[config.mk]
export PLATFORM = sky130hd
export DESIGN_NAME = lsp_pwm_timebase
export DESIGN_NICKNAME = d
export VERILOG_FILES = /design/src/verilog/lsp_pkg.sv /design/src/verilog/lsp_sync.sv /design/src/verilog/lsp_pwm_timebase.sv
export SDC_FILE = /design/constraint.sdc
export NUM_CORES = 1
export LEC_CHECK = 0
export BUFFER_PORTS_ARGS = -buffer_cell sky130_fd_sc_hd__buf_4
export CAP_MARGIN = 25
export CELL_PAD_IN_SITES_DETAIL_PLACEMENT = 1
export CELL_PAD_IN_SITES_GLOBAL_PLACEMENT = 1
export CORE_MARGIN = 1.5
export CORE_UTILIZATION = 40
export DETAILED_ROUTE_END_ITERATION = 16
export PLACE_DENSITY_LB_ADDON = 0.1
export RECOVER_POWER = 100
export SLEW_MARGIN = 5
export SYNTH_ARGS = -nofsm -noshare
export SYNTH_HDL_FRONTEND = slang
export SYNTH_SLANG_ARGS = --single-unit
[constraint.sdc]
create_clock -name ref_clk -period 3.7 [get_ports ref_clk]
set_input_delay 0.37 -clock ref_clk [delete_from_list [all_inputs] [get_ports ref_clk]]
set_output_delay 0.37 -clock ref_clk [all_outputs]
set_load 0.02 [all_outputs]
[src/verilog/lsp_pkg.sv]
// Purpose: Shared constants for the lamp switch PWM timebase.
// Assumes: A 10 MHz reference clock.
// Notes: Times are kept in their own unit; cycle counts derive from them.
`default_nettype none
package lsp_pkg;
  localparam int unsigned LSP_CLK_HZ = 10_000_000;
  localparam int unsigned LSP_CLK_NS = 100;
  // Clock failure thresholds on direct_input_0.
  localparam int unsigned LSP_FAIL_LOW_HZ = 2_000;
  localparam int unsigned LSP_FAIL_HIGH_HZ = 200_000;
  localparam int unsigned LSP_FAIL_LOW_CYC = LSP_CLK_HZ / LSP_FAIL_LOW_HZ;
  localparam int unsigned LSP_FAIL_HIGH_CYC = LSP_CLK_HZ / LSP_FAIL_HIGH_HZ;
  // Output PWM frame and frequency limits.
  localparam int unsigned LSP_STEPS = 128;
  localparam int unsigned LSP_PWM_MAX_HZ = 1_000;
  localparam int unsigned LSP_PWM_DEF_HZ = 120;
  localparam int unsigned LSP_MIN_DIV =
    (LSP_CLK_HZ + LSP_PWM_MAX_HZ * LSP_STEPS - 1) / (LSP_PWM_MAX_HZ * LSP_STEPS);
  localparam int unsigned LSP_DEF_DIV = LSP_CLK_HZ / (LSP_PWM_DEF_HZ * LSP_STEPS);
  // Calibration pulse window on the chip select, in ns.
  localparam int unsigned LSP_CAL_MIN_NS = 20_000;
  localparam int unsigned LSP_CAL_MAX_NS = 200_000;
  localparam int unsigned LSP_CAL_MIN_CYC = (LSP_CAL_MIN_NS + LSP_CLK_NS - 1) / LSP_CLK_NS;
  localparam int unsigned LSP_CAL_MAX_CYC = LSP_CAL_MAX_NS / LSP_CLK_NS;
  // Direct input toggle timeout, in ms.
  localparam int unsigned LSP_TOGGLE_MS = 250;
  localparam int unsigned LSP_TOGGLE_CYC = LSP_TOGGLE_MS * (LSP_CLK_HZ / 1_000);
  // Serial frame layout.
  localparam int unsigned LSP_FRAME_BITS = 16;
  localparam int unsigned LSP_BIT_EN = 15;
  localparam int unsigned LSP_BIT_SEL = 14;
  localparam int unsigned LSP_ST_FAIL = 0;
  localparam int unsigned LSP_ST_TOUT = 1;
  localparam int unsigned LSP_ST_CAL = 2;
  localparam logic [7:0] LSP_DUTY_RST = 8'h00;
  localparam logic [15:0] LSP_DIV_RST = 16'h0000;
endpackage : lsp_pkg
`default_nettype wire

[src/verilog/lsp_sync.sv]
// Purpose: Two-flop synchroniser for pin inputs.
// Assumes: Inputs are asynchronous to clk.
// Notes: The first stage feeds only the second.
`timescale 1ns/1ps
`default_nettype none
module lsp_sync #(
  parameter int W = 1,
  parameter logic [W-1:0] RST_VAL = '0
) (
  // Clock and reset.
  input wire logic clk,
  input wire logic rstB,
  // Data.
  input wire logic [W-1:0] din,
  output logic [W-1:0] dout
);
  logic [W-1:0] meta_r;

  always_ff @(posedge clk or negedge rstB)
  begin
    if (!rstB)
    begin
      meta_r <= RST_VAL;
      dout <= RST_VAL;
    end
    else
    begin
      meta_r <= din;
      dout <= meta_r;
    end
  end
endmodule : lsp_sync
`default_nettype wire

[src/verilog/lsp_pwm_timebase.sv]
// Purpose: PWM timebase, clock-fail watch, calibration and toggle timeout.
// Assumes: All pins are asynchronous and pass two flops first.
// Notes: The serial clock is sampled, so it must be well below ref_clk.
//
// What this block does
// - Flag failure below about 2 kHz.
// - Flag failure above about 200 kHz.
// - Detector runs only when enabled and external.
// - Output PWM from the oscillator never above 1 kHz; on the external clock it runs at the input rate over 128.
// - Uncalibrated oscillator gives about 120 Hz.
// - Calibrated frequency within ten percent.
// - Accept calibration pulse of at least 20 us.
// - Reject calibration pulse over 200 us.
// - Duty zero is off, full is on.
// - At 400 Hz reproduce 10 to 98 percent.
// - At 200 Hz reproduce 5 to 98 percent.
// - Toggle timeout of 250 ms per input.
// - Frames are 16 bits, MSB first.
`timescale 1ns/1ps
`default_nettype none
module lsp_pwm_timebase
  import lsp_pkg::*;
#(
  parameter int unsigned FAIL_LOW_CYC = LSP_FAIL_LOW_CYC,
  parameter int unsigned TOGGLE_CYC = LSP_TOGGLE_CYC
) (
  // Clock and reset.
  input wire logic ref_clk,
  input wire logic rst_b,
  // Direct inputs.
  input wire logic [3:0] directInput,
  // Serial link.
  input wire logic csB,
  input wire logic sclk,
  input wire logic si,
  output logic soOut,
  output logic soOe,
  // Outputs and status.
  output logic [3:0] hsOn,
  output logic clkFail,
  output logic [3:0] toggleTimeout,
  output logic calDone
);
  logic [6:0] syn;
  logic [6:0] synD_r;
  logic [3:0] inS;
  logic csS;
  logic sclkFall;
  logic sclkRise;
  logic csFall;
  logic csRise;
  logic in0Rise;
  logic [15:0] shIn_r;
  logic [15:0] shOut_r;
  logic [4:0] bitCnt_r;
  logic [15:0] lowCnt_r;
  logic pwmEn_r;
  logic clkSel_r;
  logic [7:0] duty_r;
  logic [15:0] calDiv_r;
  logic [15:0] curDiv;
  logic [15:0] divCnt_r;
  logic intTick;
  logic tick;
  logic [6:0] stepCnt_r;
  logic pwmHigh;
  logic monitorOn;
  logic [15:0] periodCnt_r;
  logic failNow_r;
  logic armed_r;
  logic failSet;
  logic [15:0] status;

  // Reset values match the idle pins, so release shows no false edge.
  lsp_sync #(.W(7), .RST_VAL(7'h10)) u_sync (
    .clk(ref_clk),
    .rstB(rst_b),
    .din({si, sclk, csB, directInput}),
    .dout(syn)
  );

  always_ff @(posedge ref_clk or negedge rst_b)
  begin
    if (!rst_b)
      synD_r <= 7'h10;
    else
      synD_r <= syn;
  end

  assign inS = syn[3:0];
  assign csS = syn[4];
  assign csFall = synD_r[4] & ~syn[4];
  assign csRise = ~synD_r[4] & syn[4];
  assign sclkFall = ~csS & synD_r[5] & ~syn[5];
  assign sclkRise = ~csS & ~synD_r[5] & syn[5];
  assign in0Rise = ~synD_r[0] & syn[0];

  // Serial shifting: SI taken on falling SCLK, SO moves on rising SCLK.
  always_ff @(posedge ref_clk or negedge rst_b)
  begin
    if (!rst_b)
    begin
      shIn_r <= 16'h0000;
      shOut_r <= 16'h0000;
      bitCnt_r <= 5'h00;
    end
    else if (csFall)
    begin
      shOut_r <= status;
      bitCnt_r <= 5'h00;
    end
    else if (sclkFall)
    begin
      shIn_r <= {shIn_r[14:0], syn[6]};
      if (bitCnt_r != 5'h1f)
        bitCnt_r <= bitCnt_r + 5'h01;
    end
    else if (sclkRise)
      shOut_r <= {shOut_r[14:0], 1'b0};
  end

  always_ff @(posedge ref_clk or negedge rst_b)
  begin
    if (!rst_b)
    begin
      soOut <= 1'b0;
      soOe <= 1'b0;
    end
    else
    begin
      soOut <= shOut_r[15];
      soOe <= ~csS;
    end
  end

  // Length of a chip-select low period, saturating.
  always_ff @(posedge ref_clk or negedge rst_b)
  begin
    if (!rst_b)
      lowCnt_r <= 16'h0000;
    else if (csFall)
      lowCnt_r <= 16'h0001;
    else if (!csS && lowCnt_r != 16'hffff)
      lowCnt_r <= lowCnt_r + 16'h0001;
  end

  // A full frame loads control; a clockless low pulse is a calibration.
  always_ff @(posedge ref_clk or negedge rst_b)
  begin
    if (!rst_b)
    begin
      pwmEn_r <= 1'b0;
      clkSel_r <= 1'b0;
      duty_r <= LSP_DUTY_RST;
      calDiv_r <= LSP_DIV_RST;
      calDone <= 1'b0;
    end
    else if (csRise)
    begin
      if (bitCnt_r == 5'(LSP_FRAME_BITS))
      begin
        pwmEn_r <= shIn_r[LSP_BIT_EN];
        clkSel_r <= shIn_r[LSP_BIT_SEL];
        duty_r <= shIn_r[7:0];
      end
      else if (bitCnt_r == 5'h00 && lowCnt_r >= 16'(LSP_CAL_MIN_CYC)
               && lowCnt_r <= 16'(LSP_CAL_MAX_CYC))
      begin
        calDiv_r <= lowCnt_r;
        calDone <= 1'b1;
      end
    end
  end

  // The divider floor keeps every setting at or under the top PWM rate.
  assign curDiv = !calDone ? 16'(LSP_DEF_DIV) :
                  (calDiv_r < 16'(LSP_MIN_DIV)) ? 16'(LSP_MIN_DIV) : calDiv_r;

  always_ff @(posedge ref_clk or negedge rst_b)
  begin
    if (!rst_b)
      divCnt_r <= 16'h0000;
    else if (divCnt_r >= curDiv - 16'h0001)
      divCnt_r <= 16'h0000;
    else
      divCnt_r <= divCnt_r + 16'h0001;
  end

  assign intTick = (divCnt_r >= curDiv - 16'h0001);
  // A failing external clock falls back to the oscillator so lamps keep running.
  assign tick = (clkSel_r || failNow_r) ? intTick : in0Rise;

  always_ff @(posedge ref_clk or negedge rst_b)
  begin
    if (!rst_b)
      stepCnt_r <= 7'h00;
    else if (tick)
      stepCnt_r <= stepCnt_r + 7'h01;
  end

  assign pwmHigh = (duty_r == 8'h00) ? 1'b0 :
                   (duty_r >= 8'(LSP_STEPS)) ? 1'b1 :
                   ({1'b0, stepCnt_r} < duty_r);

  always_ff @(posedge ref_clk or negedge rst_b)
  begin
    if (!rst_b)
      hsOn <= 4'h0;
    else if (pwmEn_r)
      hsOn <= {4{pwmHigh}};
    else
      hsOn <= inS;
  end

  // Clock failure watch on direct_input_0.
  assign monitorOn = pwmEn_r & ~clkSel_r;

  always_ff @(posedge ref_clk or negedge rst_b)
  begin
    if (!rst_b)
    begin
      periodCnt_r <= 16'h0000;
      failNow_r <= 1'b0;
      armed_r <= 1'b0;
    end
    else if (!monitorOn)
    begin
      periodCnt_r <= 16'h0000;
      failNow_r <= 1'b0;
      armed_r <= 1'b0;
    end
    else if (in0Rise)
    begin
      // The first rise after the watch starts has no full period behind it.
      periodCnt_r <= 16'h0000;
      armed_r <= 1'b1;
      failNow_r <= armed_r && (periodCnt_r < 16'(LSP_FAIL_HIGH_CYC));
    end
    else
    begin
      if (periodCnt_r != 16'hffff)
        periodCnt_r <= periodCnt_r + 16'h0001;
      if (periodCnt_r >= 16'(FAIL_LOW_CYC))
        failNow_r <= 1'b1;
    end
  end

  assign failSet = monitorOn & ~failNow_r &
                   ((in0Rise && armed_r && periodCnt_r < 16'(LSP_FAIL_HIGH_CYC)) ||
                    (!in0Rise && periodCnt_r >= 16'(FAIL_LOW_CYC)));

  // Sticky flag; a read clears it, but a new failure in that cycle wins.
  always_ff @(posedge ref_clk or negedge rst_b)
  begin
    if (!rst_b)
      clkFail <= 1'b0;
    else if (failSet)
      clkFail <= 1'b1;
    else if (csFall)
      clkFail <= 1'b0;
  end

  always_comb
  begin
    status = 16'h0000;
    status[LSP_ST_FAIL] = clkFail;
    status[LSP_ST_TOUT] = |toggleTimeout;
    status[LSP_ST_CAL] = calDone;
  end

  // One timeout counter per direct input, restarted by any toggle.
  genvar gi;
  generate
    for (gi = 0; gi < 4; gi++)
    begin : g_tout
      logic [21:0] toCnt_r;
      always_ff @(posedge ref_clk or negedge rst_b)
      begin
        if (!rst_b)
        begin
          toCnt_r <= 22'h000000;
          toggleTimeout[gi] <= 1'b0;
        end
        else if (syn[gi] != synD_r[gi])
        begin
          toCnt_r <= 22'h000000;
          toggleTimeout[gi] <= 1'b0;
        end
        else if (toCnt_r >= 22'(TOGGLE_CYC - 1))
          toggleTimeout[gi] <= 1'b1;
        else
          toCnt_r <= toCnt_r + 22'h000001;
      end
    end
  endgenerate
endmodule : lsp_pwm_timebase
`default_nettype wire

== Word-level counts from Yosys, hierarchy flattened ==
Cells that the tools add are included.
Cells by class
  add/sub/neg operators: 10
  order comparisons: 12
  equal/unequal tests: 16
  muxes and demuxes: 41
  bitwise logic cells: 19
  reductions and logical operators: 28
Operator list (number)
  2-to-1 mux 16 bit: 11
  2-to-1 mux 22 bit: 8
  adder 22 x 1 -> 22 bit (second input constant): 4
  greater-or-equal comparator 22 bit (second input constant): 4
  adder 16 x 1 -> 16 bit (second input constant): 3
  inequality test 16 bit (second input constant): 2
  2-to-1 mux 1 bit: 18
  nonzero test 2 bit: 9
  greater-or-equal comparator 16 x 13 -> 1 bit (second input constant): 1
  greater-or-equal comparator 16 bit: 1
  greater-or-equal comparator 16 x 8 -> 1 bit (second input constant): 1
  <= comparator 16 x 11 -> 1 bit (second input constant): 1
  less-than comparator 16 x 6 -> 1 bit (second input constant): 1
  less-than comparator 16 x 7 -> 1 bit (second input constant): 1
  subtractor 16 x 1 -> 16 bit (second input constant): 1
  2-to-1 mux 5 bit: 3
  AND 1 bit: 10
  inequality test 2 bit (second input constant): 5
  NOT 1 bit: 9
  greater-or-equal comparator 8 bit (second input constant): 1
  zero test 8 bit: 1
  less-than comparator 7 x 8 -> 1 bit: 1
  AND reduction 2 bit: 4
  adder 7 x 1 -> 7 bit (second input constant): 1
  other kinds (13): 25
Storage, ports and cells
  register bits after elaboration: 240
  input port bits: 9
  output and inout port bits: 12

== Longest topological paths before layout ==
Gate-level depths: netlist of run 1.
  depth in word-level cells: 7
  depth in mapped cells: 19
  depth with buffers taken out: 18

== Cells and area by module ==
From an unflattened synthesis of run 1, not the netlist that was laid out.
Second synthesis, totals
  cells, all modules: 1186
  area, all modules: 11996.5 um2
Modules (own cells, without submodules)
  lsp_pwm_timebase: times used 1, cells an instance 1172, area an instance 11643.7 um2, seq. area each 5656.7 um2
  lsp_sync: times used 1, cells an instance 14, area an instance 352.8 um2, seq. area each 352.8 um2

== Least setup slack after synthesis of run 1 ==
Ideal clock, no wire load.
  kind: flip-flop to flip-flop
  start point: register calDiv_r[14]
  end point: register divCnt_r[10]
  library setup time: 121 ps
  arrival time: 3905 ps
  required time: 3579 ps
  path slack: -326 ps
  cell stages (with the launch flop): 20
  clock period less this slack: 4026 ps
  cell sequence: dfrtp_1 > or4_1 > nor3_1 > and2_1 > nand2b_1 > nor2_1 > ha_1 > nand3_1 > nor3_1 > nand3_1 > xnor2_1 > nand2_1 > ha_1 > and4_1 > nand2_1 > or4_1 > o211ai_1 > clkbuf_1 > buf_2 > nor2_1
Between the ends
  word-level cells in the longest chain between the ends: 6
RTL lines
  start: declaration: RTL line lsp_pwm_timebase.sv:60  | logic [15:0] calDiv_r;
  start signal: assignment: RTL line lsp_pwm_timebase.sv:169  | calDiv_r <= lowCnt_r;
  less-than comparator 16 x 7 -> 1 bit: RTL line lsp_pwm_timebase.sv:177  | (calDiv_r < 16'(LSP_MIN_DIV)) ? 16'(LSP_MIN_DIV) : calDiv_r;
  2-to-1 mux 16 bit (*): RTL line lsp_pwm_timebase.sv:177
  2-to-1 mux 16 bit (*): RTL line lsp_pwm_timebase.sv:176  | assign curDiv = !calDone ? 16'(LSP_DEF_DIV) :
  subtractor 16 x 1 -> 16 bit (*): RTL line lsp_pwm_timebase.sv:183  | else if (divCnt_r >= curDiv - 16'h0001)
  greater-or-equal comparator 16 bit (*): RTL line lsp_pwm_timebase.sv:183
  2-to-1 mux 16 bit (*): RTL line lsp_pwm_timebase.sv:183
  end signal: assignment: RTL line lsp_pwm_timebase.sv:186  | divCnt_r <= divCnt_r + 16'h0001;
  end: declaration: RTL line lsp_pwm_timebase.sv:62  | logic [15:0] divCnt_r;
Every way passes the cells marked *; elsewhere a longest branch is shown, timed or not.
A chain may end at the register's enable or synchronous reset.

== Worst setup path in the final report of run 1 ==
  start point: register calDiv_r[7]
  end point: register stepCnt_r[1]
Between the ends
  word-level cells in the longest chain between the ends: 6
RTL lines
  less-than comparator 16 x 7 -> 1 bit: RTL line lsp_pwm_timebase.sv:177
  2-to-1 mux 16 bit (*): RTL line lsp_pwm_timebase.sv:177
  2-to-1 mux 16 bit (*): RTL line lsp_pwm_timebase.sv:176
  subtractor 16 x 1 -> 16 bit (*): RTL line lsp_pwm_timebase.sv:189  | assign intTick = (divCnt_r >= curDiv - 16'h0001);
  greater-or-equal comparator 16 bit (*): RTL line lsp_pwm_timebase.sv:189
  2-to-1 mux 1 bit (*): RTL line lsp_pwm_timebase.sv:191  | assign tick = (clkSel_r || failNow_r) ? intTick : in0Rise;
  end signal: assignment: RTL line lsp_pwm_timebase.sv:198  | stepCnt_r <= stepCnt_r + 7'h01;
  end: declaration: RTL line lsp_pwm_timebase.sv:65  | logic [6:0] stepCnt_r;
Marked as above.

==> results of run 1 <==
sequential cells by signal, indices dropped and copies added (netlist names), 4 cells and up:
signal and cells:
g_tout.toCnt_r 88, calDiv_r 16, divCnt_r 16, lowCnt_r 16, periodCnt_r 16, shIn_r 16
shOut_r 16, duty_r 8, stepCnt_r 7, u_sync.dout 7, u_sync.meta_r 7, synD_r 6
bitCnt_r 5, hsOn 4, toggleTimeout 4
layout make-up:
cell class	instances	area (um^2)	share of cell area [%]
Clock buffer	38	820	5.89
Clock inverter	15	218	1.56
Inverter	25	93.8	0.675
Multi-Input combinational cell	879	5730	41.2
Sequential cell	240	6010	43.2
Tap cell	384	480	3.45
Timing Repair Buffer	82	563	4.05
where the power goes:
group | total [mW] | internal (mW) | switching (mW)
sequential | 2.84 | 2.73 | 0.117
combinational | 0.376 | 0.161 | 0.215
clock | 3.04 | 1.90 | 1.14
how the worst min path moves through the flow:
| stage | cells past startpoint | endpoint | slack, ns | startpoint |
|---|---|---|---|---|
| 2_1_floorplan | 0 | armed_r$_DFFE_PN0P_ | 0.07 | rst_b |
| 3_3_place_gp | 0 | u_sync.dout[3]$_DFF_PN0_ | 0.33 | u_sync.meta_r[3]$_DFF_PN0_ |
| 3_5_place_dp | 0 | u_sync.dout[0]$_DFF_PN0_ | 0.34 | u_sync.meta_r[0]$_DFF_PN0_ |
| 4_1_cts | 0 | u_sync.dout[1]$_DFF_PN0_ | 0.35 | u_sync.meta_r[1]$_DFF_PN0_ |
| 5_1_grt | 0 | u_sync.dout[1]$_DFF_PN0_ | 0.36 | u_sync.meta_r[1]$_DFF_PN0_ |
| 6_report | 0 | u_sync.dout[5]$_DFF_PN0_ | 0.35 | u_sync.meta_r[5]$_DFF_PN0_ |
kinds of logic after synthesis:
group           after synthesis
simple gates                546
flops                       240
xor+xnor                    129
compound gates              121
buf+inv                      62
mux                          47
fa+ha+maj                    36
cell usage after synthesis, types with 13 or more instances:
cell,number
o21ai_0,33
nand4_1,35
xor2_1,67
and4_1,13
inv_1,25
ha_1,36
xnor2_1,62
and2_1,33
mux2_2,39
clkbuf_1,32
nand3_1,59
nand2_1,109
dfrtp_1,237
or3_1,22
nand2b_1,14
a21oi_1,40
nor2_1,148
nor4_1,17
and3_1,21
nor3_1,37
what timing repair did:
| item | 4_1_cts | 5_1_grt |
|---|---|---|
| pin swaps | 9 | 9 |
| setup buffers | 2 | 2 |
| resized for setup | 7 | 7 |
| endpoints found under the hold margin | 96 | 0 |
| hold buffers | 8 | 0 |
| setup endpoints to repair | 23 | 23 |
per-stage QoR:
| step | utilization, % | setup slack (ns) | power [mW] |
|---|---|---|---|
| 2_1_floorplan | - | -0.00208 | 3.11 |
| 3_3_place_gp | 44.3 | -0.177 | 3.26 |
| 3_5_place_dp | 44.3 | -0.283 | 3.28 |
| 4_1_cts | 48.3 | -0.210 | 6.38 |
| 5_1_grt | 48.0 | -0.398 | 6.54 |
| 6_report | 48.0 | -0.161 | 6.26 |
metal layers:
metal | global-route usage [%] | share of wire, % | vias up
met5 | 0 | 0 | -
met4 | 3.45 | 1.5 | 0
met3 | 2.49 | 2.2 | 29
met2 | 29.3 | 47 | 45
met1 | 24.0 | 49 | 4278
li1 | - | - | 4264
==> results by group, run 1 <==
Run status
  • Outcome: finished, violations left
  • Failing checks: capacitance limit, slew limit, setup timing

Logic synthesis
  • Main combinational cell family by area after synthesis: simple AND/OR/NAND/NOR gates
  • Synth Area in Compound Gates: 6.51%
  • Yosys warns: 0
  • Syn Inst Count: 1181
  • Post-synthesis mux area share: 4.36%
  • Synth area leaders: dfrtp_1, xor2_1, nor2_1
  • Synth Area in Simple Gates: 23.2%
  • Post-synth EDFFs: 0
  • Avg Inst Size Synth: 10.1 um^2
  • Mapped Area: 11900 um^2
  • Ys async rst share: 100%
  • Share of the synthesized area in the top cell type: 49.9%
  • Ys flop type: dfrtp_1
  • Adder-Cell Fraction of Synth Area: 3.79%
  • Post-synthesis sequential area ratio: 50.5%
  • Synth cell types: 58
  • Syn Nets: 1226
  • XOR/XNOR Fraction of Synth Area: 9.50%
  • Dominant cell type by area after synthesis: dfrtp_1
  • Seq cells post-synth: 240

Finish
  • Inserted Diodes: 0
  • Layout net count: 1302
  • Layout cell share with drive strength beyond 1: 13.1%
  • Fin cells: 1663
  • Design Area, Final: 13900 um^2
  • Most common cell after layout, fill and taps aside: dfrtp_1
  • Commonest non-fill, non-tap cells in the layout: dfrtp_1, nor2_1, nand2_1
  • Filler cell count: 3230
  • Area grow syn2layout: 16.9%

Clock network
  • Htree depth: 1
  • Clock slew at reported path FFs: 0.06 ns
  • Worst skew pair latency: 0.55 ns
  • Root Buffer: clkbuf_16
  • CTS sink cnt: 240
  • TritonCTS buffer count: 29
  • CTS tree: yes
  • Clock buffer depth: 3

Hold path
  • Type of the worst min-delay path: flop to flop

GRT
  • Initial antenna violation count: 0
  • Total gr overflow: 0
  • Largest net degree at the start of global routing: 98
  • Number of global-route vias before repair: 9136
  • First-pass GRT wire length: 45.2 mm
  • Tot GR Track Use: 17.4%

Die
  • Chip width: 175 um
  • Die area: 30800 um^2
  • Starting Density: 41.0%
  • Die height: 175 um
  • Core ar.: 29000 um^2
  • Boundary pin count: 21
  • Rows: 62

Drt
  • Detail-routed net length per standard cell: 15.4 um
  • Total Wirelength: 25.6 mm
  • Vias/cell: 5.18
  • Vias: 8616
  • TritonRoute pass-1 iters: 4
  • ANT nets after route: 0
  • Iter 0 DRT Violations: 326
  • DRC: 0

Critical path
  • Crit end category: flop
  • Crit-path leading delay family: simple AND/OR/NAND/NOR gates
  • Slowest-stage cell, CP: or4_4
  • Max incr delay on CP: 0.56 ns
  • Reg2Reg Depth: 19
  • WP buf/inv: 1
  • Worst setup SP type: flop
  • Worst r2r src: calDiv_r[7]$_DFFE_PN0P_
  • Most common cell on crit path: nor3_4
  • WS Path Type: flop to flop
  • Crit-path cells: or4_4 -> nor3_4 -> and2_4 -> nand2b_4 -> nor2_2 -> ha_4 -> nand3_4 -> nor3_4 -> nand3_1 -> xnor2_1 -> nand2_1 -> ha_1 -> and4_4 -> nand2_2 -> or4_1 -> o211ai_1 -> buf_4 -> o21ai_4 -> mux2_2
  • Flop-to-flop setup slack: -0.16 ns
  • CP Max Fanout: 5
  • Worst path depth: 19
  • Critical path origin: calDiv_r[7]$_DFFE_PN0P_
  • Crit path DAT: 4.29 ns
  • CP endpoint: stepCnt_r[1]$_DFFE_PN0P_
  • R2R Path End: stepCnt_r[1]$_DFFE_PN0P_
  • Required time of the worst setup path: 4.13 ns

STA
  • Hold Vio Cnt, Final: 0
  • Slew @ Worst Pin: 2.50 ns
  • RSZ-0062 raised after global routing: yes
  • Final Skew: 0.00807 ns
  • Crit share post-route: 104%
  • Worst hold slack: 0.348 ns
  • Setup TNS: -2.50 ns
  • Fin. max-slew vios: 98
  • Slew HR: -66.7%
  • # setup viols final: 23
  • Final setup margin: -0.161 ns
  • Max Freq: 259 MHz
  • Post-layout min period: 3.86 ns

Power and ir drop
  • P_leak: 6.08 nW
  • Pwr per Cell Area: 450 nW/um^2
  • Peak VDD IR: 0.390 mV

Place
  • Port bufs: 20
  • Placed Cells: 1598
  • DP Wirelength: 17.2 mm
  • GP Congestion: 0.730
  • Placed Area: 12900 um^2

Flow run
  • Max-cap violations: 1
(Power assumes the default switching activity.)
==> inputs of run 2 (changes only) <==
Settings changed: CORE_UTILIZATION 40 to 45.
==> run 2 against run 1 <==
The flow still finishes with violations (capacitance limit, slew limit, setup timing). Cell area decreased by 1.2%. Clock skew up 0.0086 ns. Sequential share of layout area is 0.54 points higher.
==> results by group, run 2 (same netlist as run 1, synthesis figures left out) <==
STA
  • Final Skew: 0.0166 ns (+0.00855 ns)
  • Max Freq: 258 MHz (-0.32%)
  • Setup TNS: -1.51 ns (+0.987 ns)
  • Post-layout min period: 3.87 ns (+0.0123 ns)
  • Final setup margin: -0.174 ns (-0.0123 ns)
  • Worst hold slack: 0.349 ns (+0.000287 ns)
  • RSZ-0062 raised after global routing: yes
  • Slew @ Worst Pin: 2.63 ns (+0.126 ns)
  • Slew HR: -75.2% (-8.4 points)
  • Hold Vio Cnt, Final: 0 (unchanged)
  • # setup viols final: 23 (unchanged)
  • Fin. max-slew vios: 107 (+9.2%)
  • Crit share post-route: 105% (+0.33 points)

Clock network
  • Htree depth: 1 (unchanged)
  • Worst skew pair latency: 0.55 ns (about the same)
  • Clock slew at reported path FFs: 0.06 ns (about the same)
  • CTS tree: yes
  • TritonCTS buffer count: 28 (-3.4%)
  • CTS sink cnt: 240 (unchanged)
  • Root Buffer: clkbuf_16
  • Clock buffer depth: 3 (unchanged)

Critical path
  • Worst setup SP type: flop
  • Worst r2r src: calDiv_r[14]$_DFFE_PN0P_
  • Critical path origin: calDiv_r[14]$_DFFE_PN0P_
  • Crit path DAT: 4.30 ns (about the same)
  • R2R Path End: stepCnt_r[2]$_DFFE_PN0P_
  • Reg2Reg Depth: 19 (unchanged)
  • Required time of the worst setup path: 4.12 ns (about the same)
  • WS Path Type: flop to flop
  • Flop-to-flop setup slack: -0.17 ns (about the same)
  • CP Max Fanout: 5 (unchanged)
  • Crit end category: flop
  • CP endpoint: stepCnt_r[2]$_DFFE_PN0P_

Power and ir drop
  • Cell-internal power: 4.54 mW (-5.2%)
  • P_leak: 6.05 nW (-0.41%)
  • NetSw: 1.44 mW (-1.9%)
  • Sw Ratio: 24.1% (+0.62 points)
  • Flop pwr share: 47.5% (+2.1 points)
  • Clock power share: 46.2% (-2.4 points)
  • Peak VDD IR: 0.386 mV (-1.1%)
  • Comb pwr share: 6.2% (+0.2 points)
  • Pwr per Cell Area: 436 nW/um^2 (-3.2%)

Finish
  • Commonest non-fill, non-tap cells in the layout: dfrtp_1, nor2_1, nand2_1
  • Fin cells: 1606 (-3.4%)
  • Filler cell count: 2881 (-11%)
  • Area grow syn2layout: 15.5%
  • Most common cell after layout, fill and taps aside: dfrtp_1
  • Largest Register: g_tout.toCnt_r
  • Inserted Diodes: 0 (unchanged)
  • Layout cell share with drive strength beyond 1: 13.4% (+0.24 points)
  • Footprint of the multi-input gates: 5740 um^2 (+0.28%)
  • Max reg flops: 88 (unchanged)
  • FF/Latch Area: 6010 um^2 (unchanged)
  • Layout net count: 1294 (-0.61%)

GRT
  • Tot GR Track Use: 20.2% (+2.8 points)
  • Initial antenna violation count: 0 (unchanged)
  • Largest net degree at the start of global routing: 107 (+9.2%)
  • First-pass GRT wire length: 45.2 mm (about the same)
  • Number of global-route vias before repair: 9091 (-0.49%)
  • Total gr overflow: 0 (unchanged)

Drt
  • Vias: 8689 (+0.85%)
  • Detail-routed net length per standard cell: 16.3 um (+6.0%)
  • Vias/cell: 5.41 (+4.4%)
  • DRC: 0 (unchanged)
  • TritonRoute pass-1 iters: 4 (unchanged)
  • ANT nets after route: 0 (unchanged)
  • Iter 0 DRT Violations: 341 (+4.6%)
  • Total Wirelength: 26.2 mm (+2.4%)

Die
  • Starting Density: 45.8% (+4.8 points)
  • Boundary pin count: 21 (unchanged)
  • Die height: 166 um (-5.6%)
  • Die area: 27400 um^2 (-11%)
  • Chip width: 166 um (-5.6%)
  • Core ar.: 26000 um^2 (-10%)
  • Rows: 59 (-4.8%)

Hold path
  • Type of the worst min-delay path: flop to flop
  • Hold path startpoint: u_sync.meta_r[1]$_DFF_PN0_

Run status
  • Failing checks: capacitance limit, slew limit, setup timing
  • Outcome: finished, violations left

Place
  • Port bufs: 20 (unchanged)
  • GP Congestion: 0.753 (+3.1%)
  • DP Wirelength: 17.5 mm (+2.1%)
  • Placed Cells: 1545 (-3.3%)

Flow run
  • Max-cap violations: 1 (unchanged)
-- run 2: power groups by stage --
stage               Clock [mW]  Sequential [mW]  Combinational [mW]
floorplan                    0             2.85               0.256
global placement             0             2.88               0.371
detailed placement           0             2.89               0.388
CTS                       2.84             2.84               0.396
global route              2.95             2.86               0.440
finish                    2.77             2.84               0.374
-- run 2: what timing repair did --
action,4_1_cts,5_1_grt
hold buffers,8,0
endpoints found under the setup margin,23,23
endpoints found under the hold margin,108,0
resized for setup,4,3
buffers inserted,1,2
pin swaps,3,3
-- run 2: critical path, stage by stage, from the launching register on --
cell      delay (ns)
dfrtp_1         0.38
or4_4           0.56
nor3_4          0.19
and2_4          0.17
nand2b_4        0.14
nor2_2          0.05
ha_4            0.16
nand3_4         0.06
nor3_2          0.06
nand3_1         0.08
xnor2_1         0.11
nand2_1         0.10
ha_4            0.30
and4_4          0.21
nand2_2         0.06
or4_1           0.48
o211ai_1        0.17
buf_4           0.22
o211ai_1        0.11
xnor2_1         0.15
-- run 2: through the flow --
stage	instance area (um^2)	worst slack, ns	utilization, %	total power [mW]
after floorplan	12000	-0.00208	-	3.11
after global placement	12800	-0.127	49.1	3.25
after detailed placement	12800	-0.256	49.1	3.28
after CTS	13800	-0.219	53.1	6.08
after global routing	13700	-0.336	52.9	6.25
final	13700	-0.174	52.9	5.99
-- run 2: layout make-up --
cell class                 instances  share of cell area (%)
timing repair buffer              75                    3.82
clock buffer                      41                    6.18
tap                              335                    3.05
multi-input combinational        879                    41.8
clock inverter                    11                   0.719
sequential                       240                    43.7
inverter                          25                   0.683
-- run 2: metal layers --
layer  share of wire, %  up-vias  track usage (%)
met5                  0        -                0
met4                2.1        0             4.83
met3                1.8       38             2.37
met2                 47       65             33.5
met1                 49     4333             28.2
li1                   -     4253                -
-- run 2: worst min-delay path by stage --
| stage | endpoint | cells after the start |
|---|---|---|
| after floorplan | armed_r$_DFFE_PN0P_ | 0 |
| after global placement | u_sync.dout[3]$_DFF_PN0_ | 0 |
| after detailed placement | u_sync.dout[3]$_DFF_PN0_ | 0 |
| after CTS | u_sync.dout[3]$_DFF_PN0_ | 0 |
| after global routing | u_sync.dout[5]$_DFF_PN0_ | 0 |
| final | u_sync.dout[1]$_DFF_PN0_ | 0 |
==> inputs of run 3 (changes only) <==
Settings changed: CTS_BUF_LIST set to sky130_fd_sc_hd__clkbuf_2 sky130_fd_sc_hd__clkbuf_4 sky130_fd_sc_hd__clkbuf_8.
==> run 3 against run 2 <==
The run still ends with capacitance limit, slew limit, setup timing left. Critical path type unchanged. Sequential cell count unchanged. Sequential share of layout area down 0.18 points. Fmax down 1.1%. Sequential power about the same. Combinational power about the same. Highest routed layer unchanged.
==> results by group, run 3 (same netlist as run 1, synthesis figures left out) <==
Die
  • Chip width: 166 um (unchanged)
  • Die area: 27400 um^2 (unchanged)
  • Starting Density: 45.8% (unchanged)
  • Rows: 59 (unchanged)
  • Boundary pin count: 21 (unchanged)
  • Die height: 166 um (unchanged)
  • Core ar.: 26000 um^2 (unchanged)

STA
  • Max Freq: 255 MHz (-1.1%)
  • Worst hold slack: 0.343 ns (-0.00547 ns)
  • Final setup margin: -0.217 ns (-0.0428 ns)
  • Crit share post-route: 106% (+1.2 points)
  • RSZ-0062 raised after global routing: yes
  • Fin. max-slew vios: 107 (unchanged)
  • Slew HR: -74.7% (+0.44 points)
  • Final Skew: 0.0126 ns (-0.00403 ns)
  • Slew @ Worst Pin: 2.62 ns (-0.00654 ns)
  • # setup viols final: 23 (unchanged)
  • Hold Vio Cnt, Final: 0 (unchanged)
  • Post-layout min period: 3.92 ns (+0.0428 ns)

Drt
  • Total Wirelength: 25.9 mm (-1.2%)
  • ANT nets after route: 0 (unchanged)
  • DRC: 0 (unchanged)
  • Iter 0 DRT Violations: 328 (-3.8%)
  • Detail-routed net length per standard cell: 15.8 um (-2.9%)
  • TritonRoute pass-1 iters: 4 (unchanged)
  • Vias/cell: 5.32 (-1.7%)
  • Vias: 8695 (+0.069%)

Finish
  • Design Area, Final: 13800 um^2 (+0.41%)
  • Filler cell count: 2908 (+0.94%)
  • Inserted Diodes: 0 (unchanged)
  • Most common cell after layout, fill and taps aside: dfrtp_1
  • Layout cell share with drive strength beyond 1: 15.7% (+2.3 points)
  • Fin util: 53.1% (+0.22 points)
  • Commonest non-fill, non-tap cells in the layout: dfrtp_1, nor2_1, nand2_1
  • Largest Register: g_tout.toCnt_r
  • Max reg flops: 88 (unchanged)
  • Area grow syn2layout: 16.0%
  • Layout net count: 1312 (+1.4%)

Critical path
  • Crit path DAT: 4.33 ns (+0.03 ns)
  • Slowest-stage cell, CP: or4_4
  • Crit-path cells: or4_4 -> nor3_4 -> and2_4 -> nand2b_4 -> nor2_2 -> ha_4 -> nand3_4 -> nor3_4 -> nand3_1 -> xnor2_1 -> nand2_1 -> ha_4 -> and4_4 -> nand2_4 -> or4_4 -> o211ai_1 -> buf_4 -> o211ai_1 -> xnor2_1
  • Flop-to-flop setup slack: -0.22 ns (-0.04 ns)
  • Required time of the worst setup path: 4.12 ns (about the same)
  • Crit-path leading delay family: simple AND/OR/NAND/NOR gates
  • Max incr delay on CP: 0.56 ns (about the same)
  • Crit end category: flop
  • WP buf/inv: 1 (unchanged)
  • WS Path Type: flop to flop
  • Worst setup SP type: flop
  • CP Max Fanout: 5 (unchanged)

Clock network
  • TritonCTS buffer count: 44 (+57%)
  • Clock slew at reported path FFs: 0.06 ns (about the same)
  • CTS sink cnt: 240 (unchanged)
  • Htree depth: 2 (+1)
  • CTS tree: yes
  • Root Buffer: clkbuf_8
  • Worst skew pair latency: 0.54 ns (about the same)
  • Clock buffer depth: 3 (unchanged)

Run status
  • Failing checks: capacitance limit, slew limit, setup timing
  • Outcome: finished, violations left

GRT
  • Tot GR Track Use: 20.0% (-0.24 points)
  • Largest net degree at the start of global routing: 107 (unchanged)
  • First-pass GRT wire length: 44.7 mm (-0.92%)
  • Initial antenna violation count: 0 (unchanged)
  • Number of global-route vias before repair: 9054 (-0.41%)
  • Total gr overflow: 0 (unchanged)

Power and ir drop
  • Total Power: 5.91 mW (-1.2%)
  • P_leak: 6.10 nW (+0.85%)
  • Pwr per Cell Area: 428 nW/um^2 (-1.6%)
  • Peak VDD IR: 0.298 mV (-23%)

Place
  • GP Congestion: 0.753 (unchanged)
  • Port bufs: 20 (unchanged)
  • DP Wirelength: 17.5 mm (unchanged)
  • Setup WS pre-CTS: -0.256 ns (unchanged)
  • Placed Area: 12800 um^2 (unchanged)

Hold path
  • Type of the worst min-delay path: flop to flop

Flow run
  • Max-cap violations: 1 (unchanged)
==> run 3: stage by stage <==
stage	setup TNS (ns)	std cells
final	-2.64	1635
after global routing	-30.24	1635
after CTS	-2.61	1632
after detailed placement	-3.23	1545
after global placement	-0.750	1545
after floorplan	-0.00379	1181
==> run 3: power by group <==
part	total, mW	internal (mW)	leakage, nW	switching [mW]
registers	2.84	2.73	3.24	0.117
logic	0.372	0.160	2.34	0.212
clock network	2.69	1.61	0.516	1.09
total	5.91	4.50	6.10	1.42
==> run 3: worst paths after layout <==
path                                       startpoint                               end  depth (start not counted)
setup / recovery             calDiv_r[10]$_DFFE_PN0P_          stepCnt_r[2]$_DFFE_PN0P_                         19
hold / removal             u_sync.meta_r[3]$_DFF_PN0_          u_sync.dout[3]$_DFF_PN0_                          0
setup reg to reg             calDiv_r[10]$_DFFE_PN0P_          stepCnt_r[2]$_DFFE_PN0P_                         19
hold reg to reg            u_sync.meta_r[3]$_DFF_PN0_          u_sync.dout[3]$_DFF_PN0_                          0
max in group asynchronous                       rst_b  g_tout[0].toCnt_r[7]$_DFFE_PN0P_                          3
min in group asynchronous                       rst_b            divCnt_r[14]$_DFF_PN0_                          2
==> run 3: metal layers <==
metal | up-vias | GRT usage, % | share of wire (%)
met2 | 73 | 31.8 | 47
met5 | - | 0 | 0
met1 | 4293 | 27.9 | 49
met4 | 0 | 5.72 | 1.8
li1 | 4293 | - | -
met3 | 36 | 3.40 | 2.4
==> run 3: area by class of cell <==
type / instances / area [um^2] / area share [%]
inverters: 25 / 93.8 / 0.680
clock inverters: 5 / 57.6 / 0.417
multi-input cells: 879 / 5770 / 41.8
clock buffers: 74 / 906 / 6.57
flip-flops and latches: 240 / 6010 / 43.6
repair buffers: 77 / 541 / 3.92
well taps: 335 / 419 / 3.04
==> run 3: repair_timing <==
| action | in CTS | in global routing |
|---|---|---|
| pin swaps | 3 | 15 |
| hold endpoints to repair | 108 | 0 |
| hold buffers | 8 | 0 |
| setup buffers | 1 | 4 |
| gates resized for setup | 3 | 8 |
| endpoints found under the setup margin | 23 | 23 |
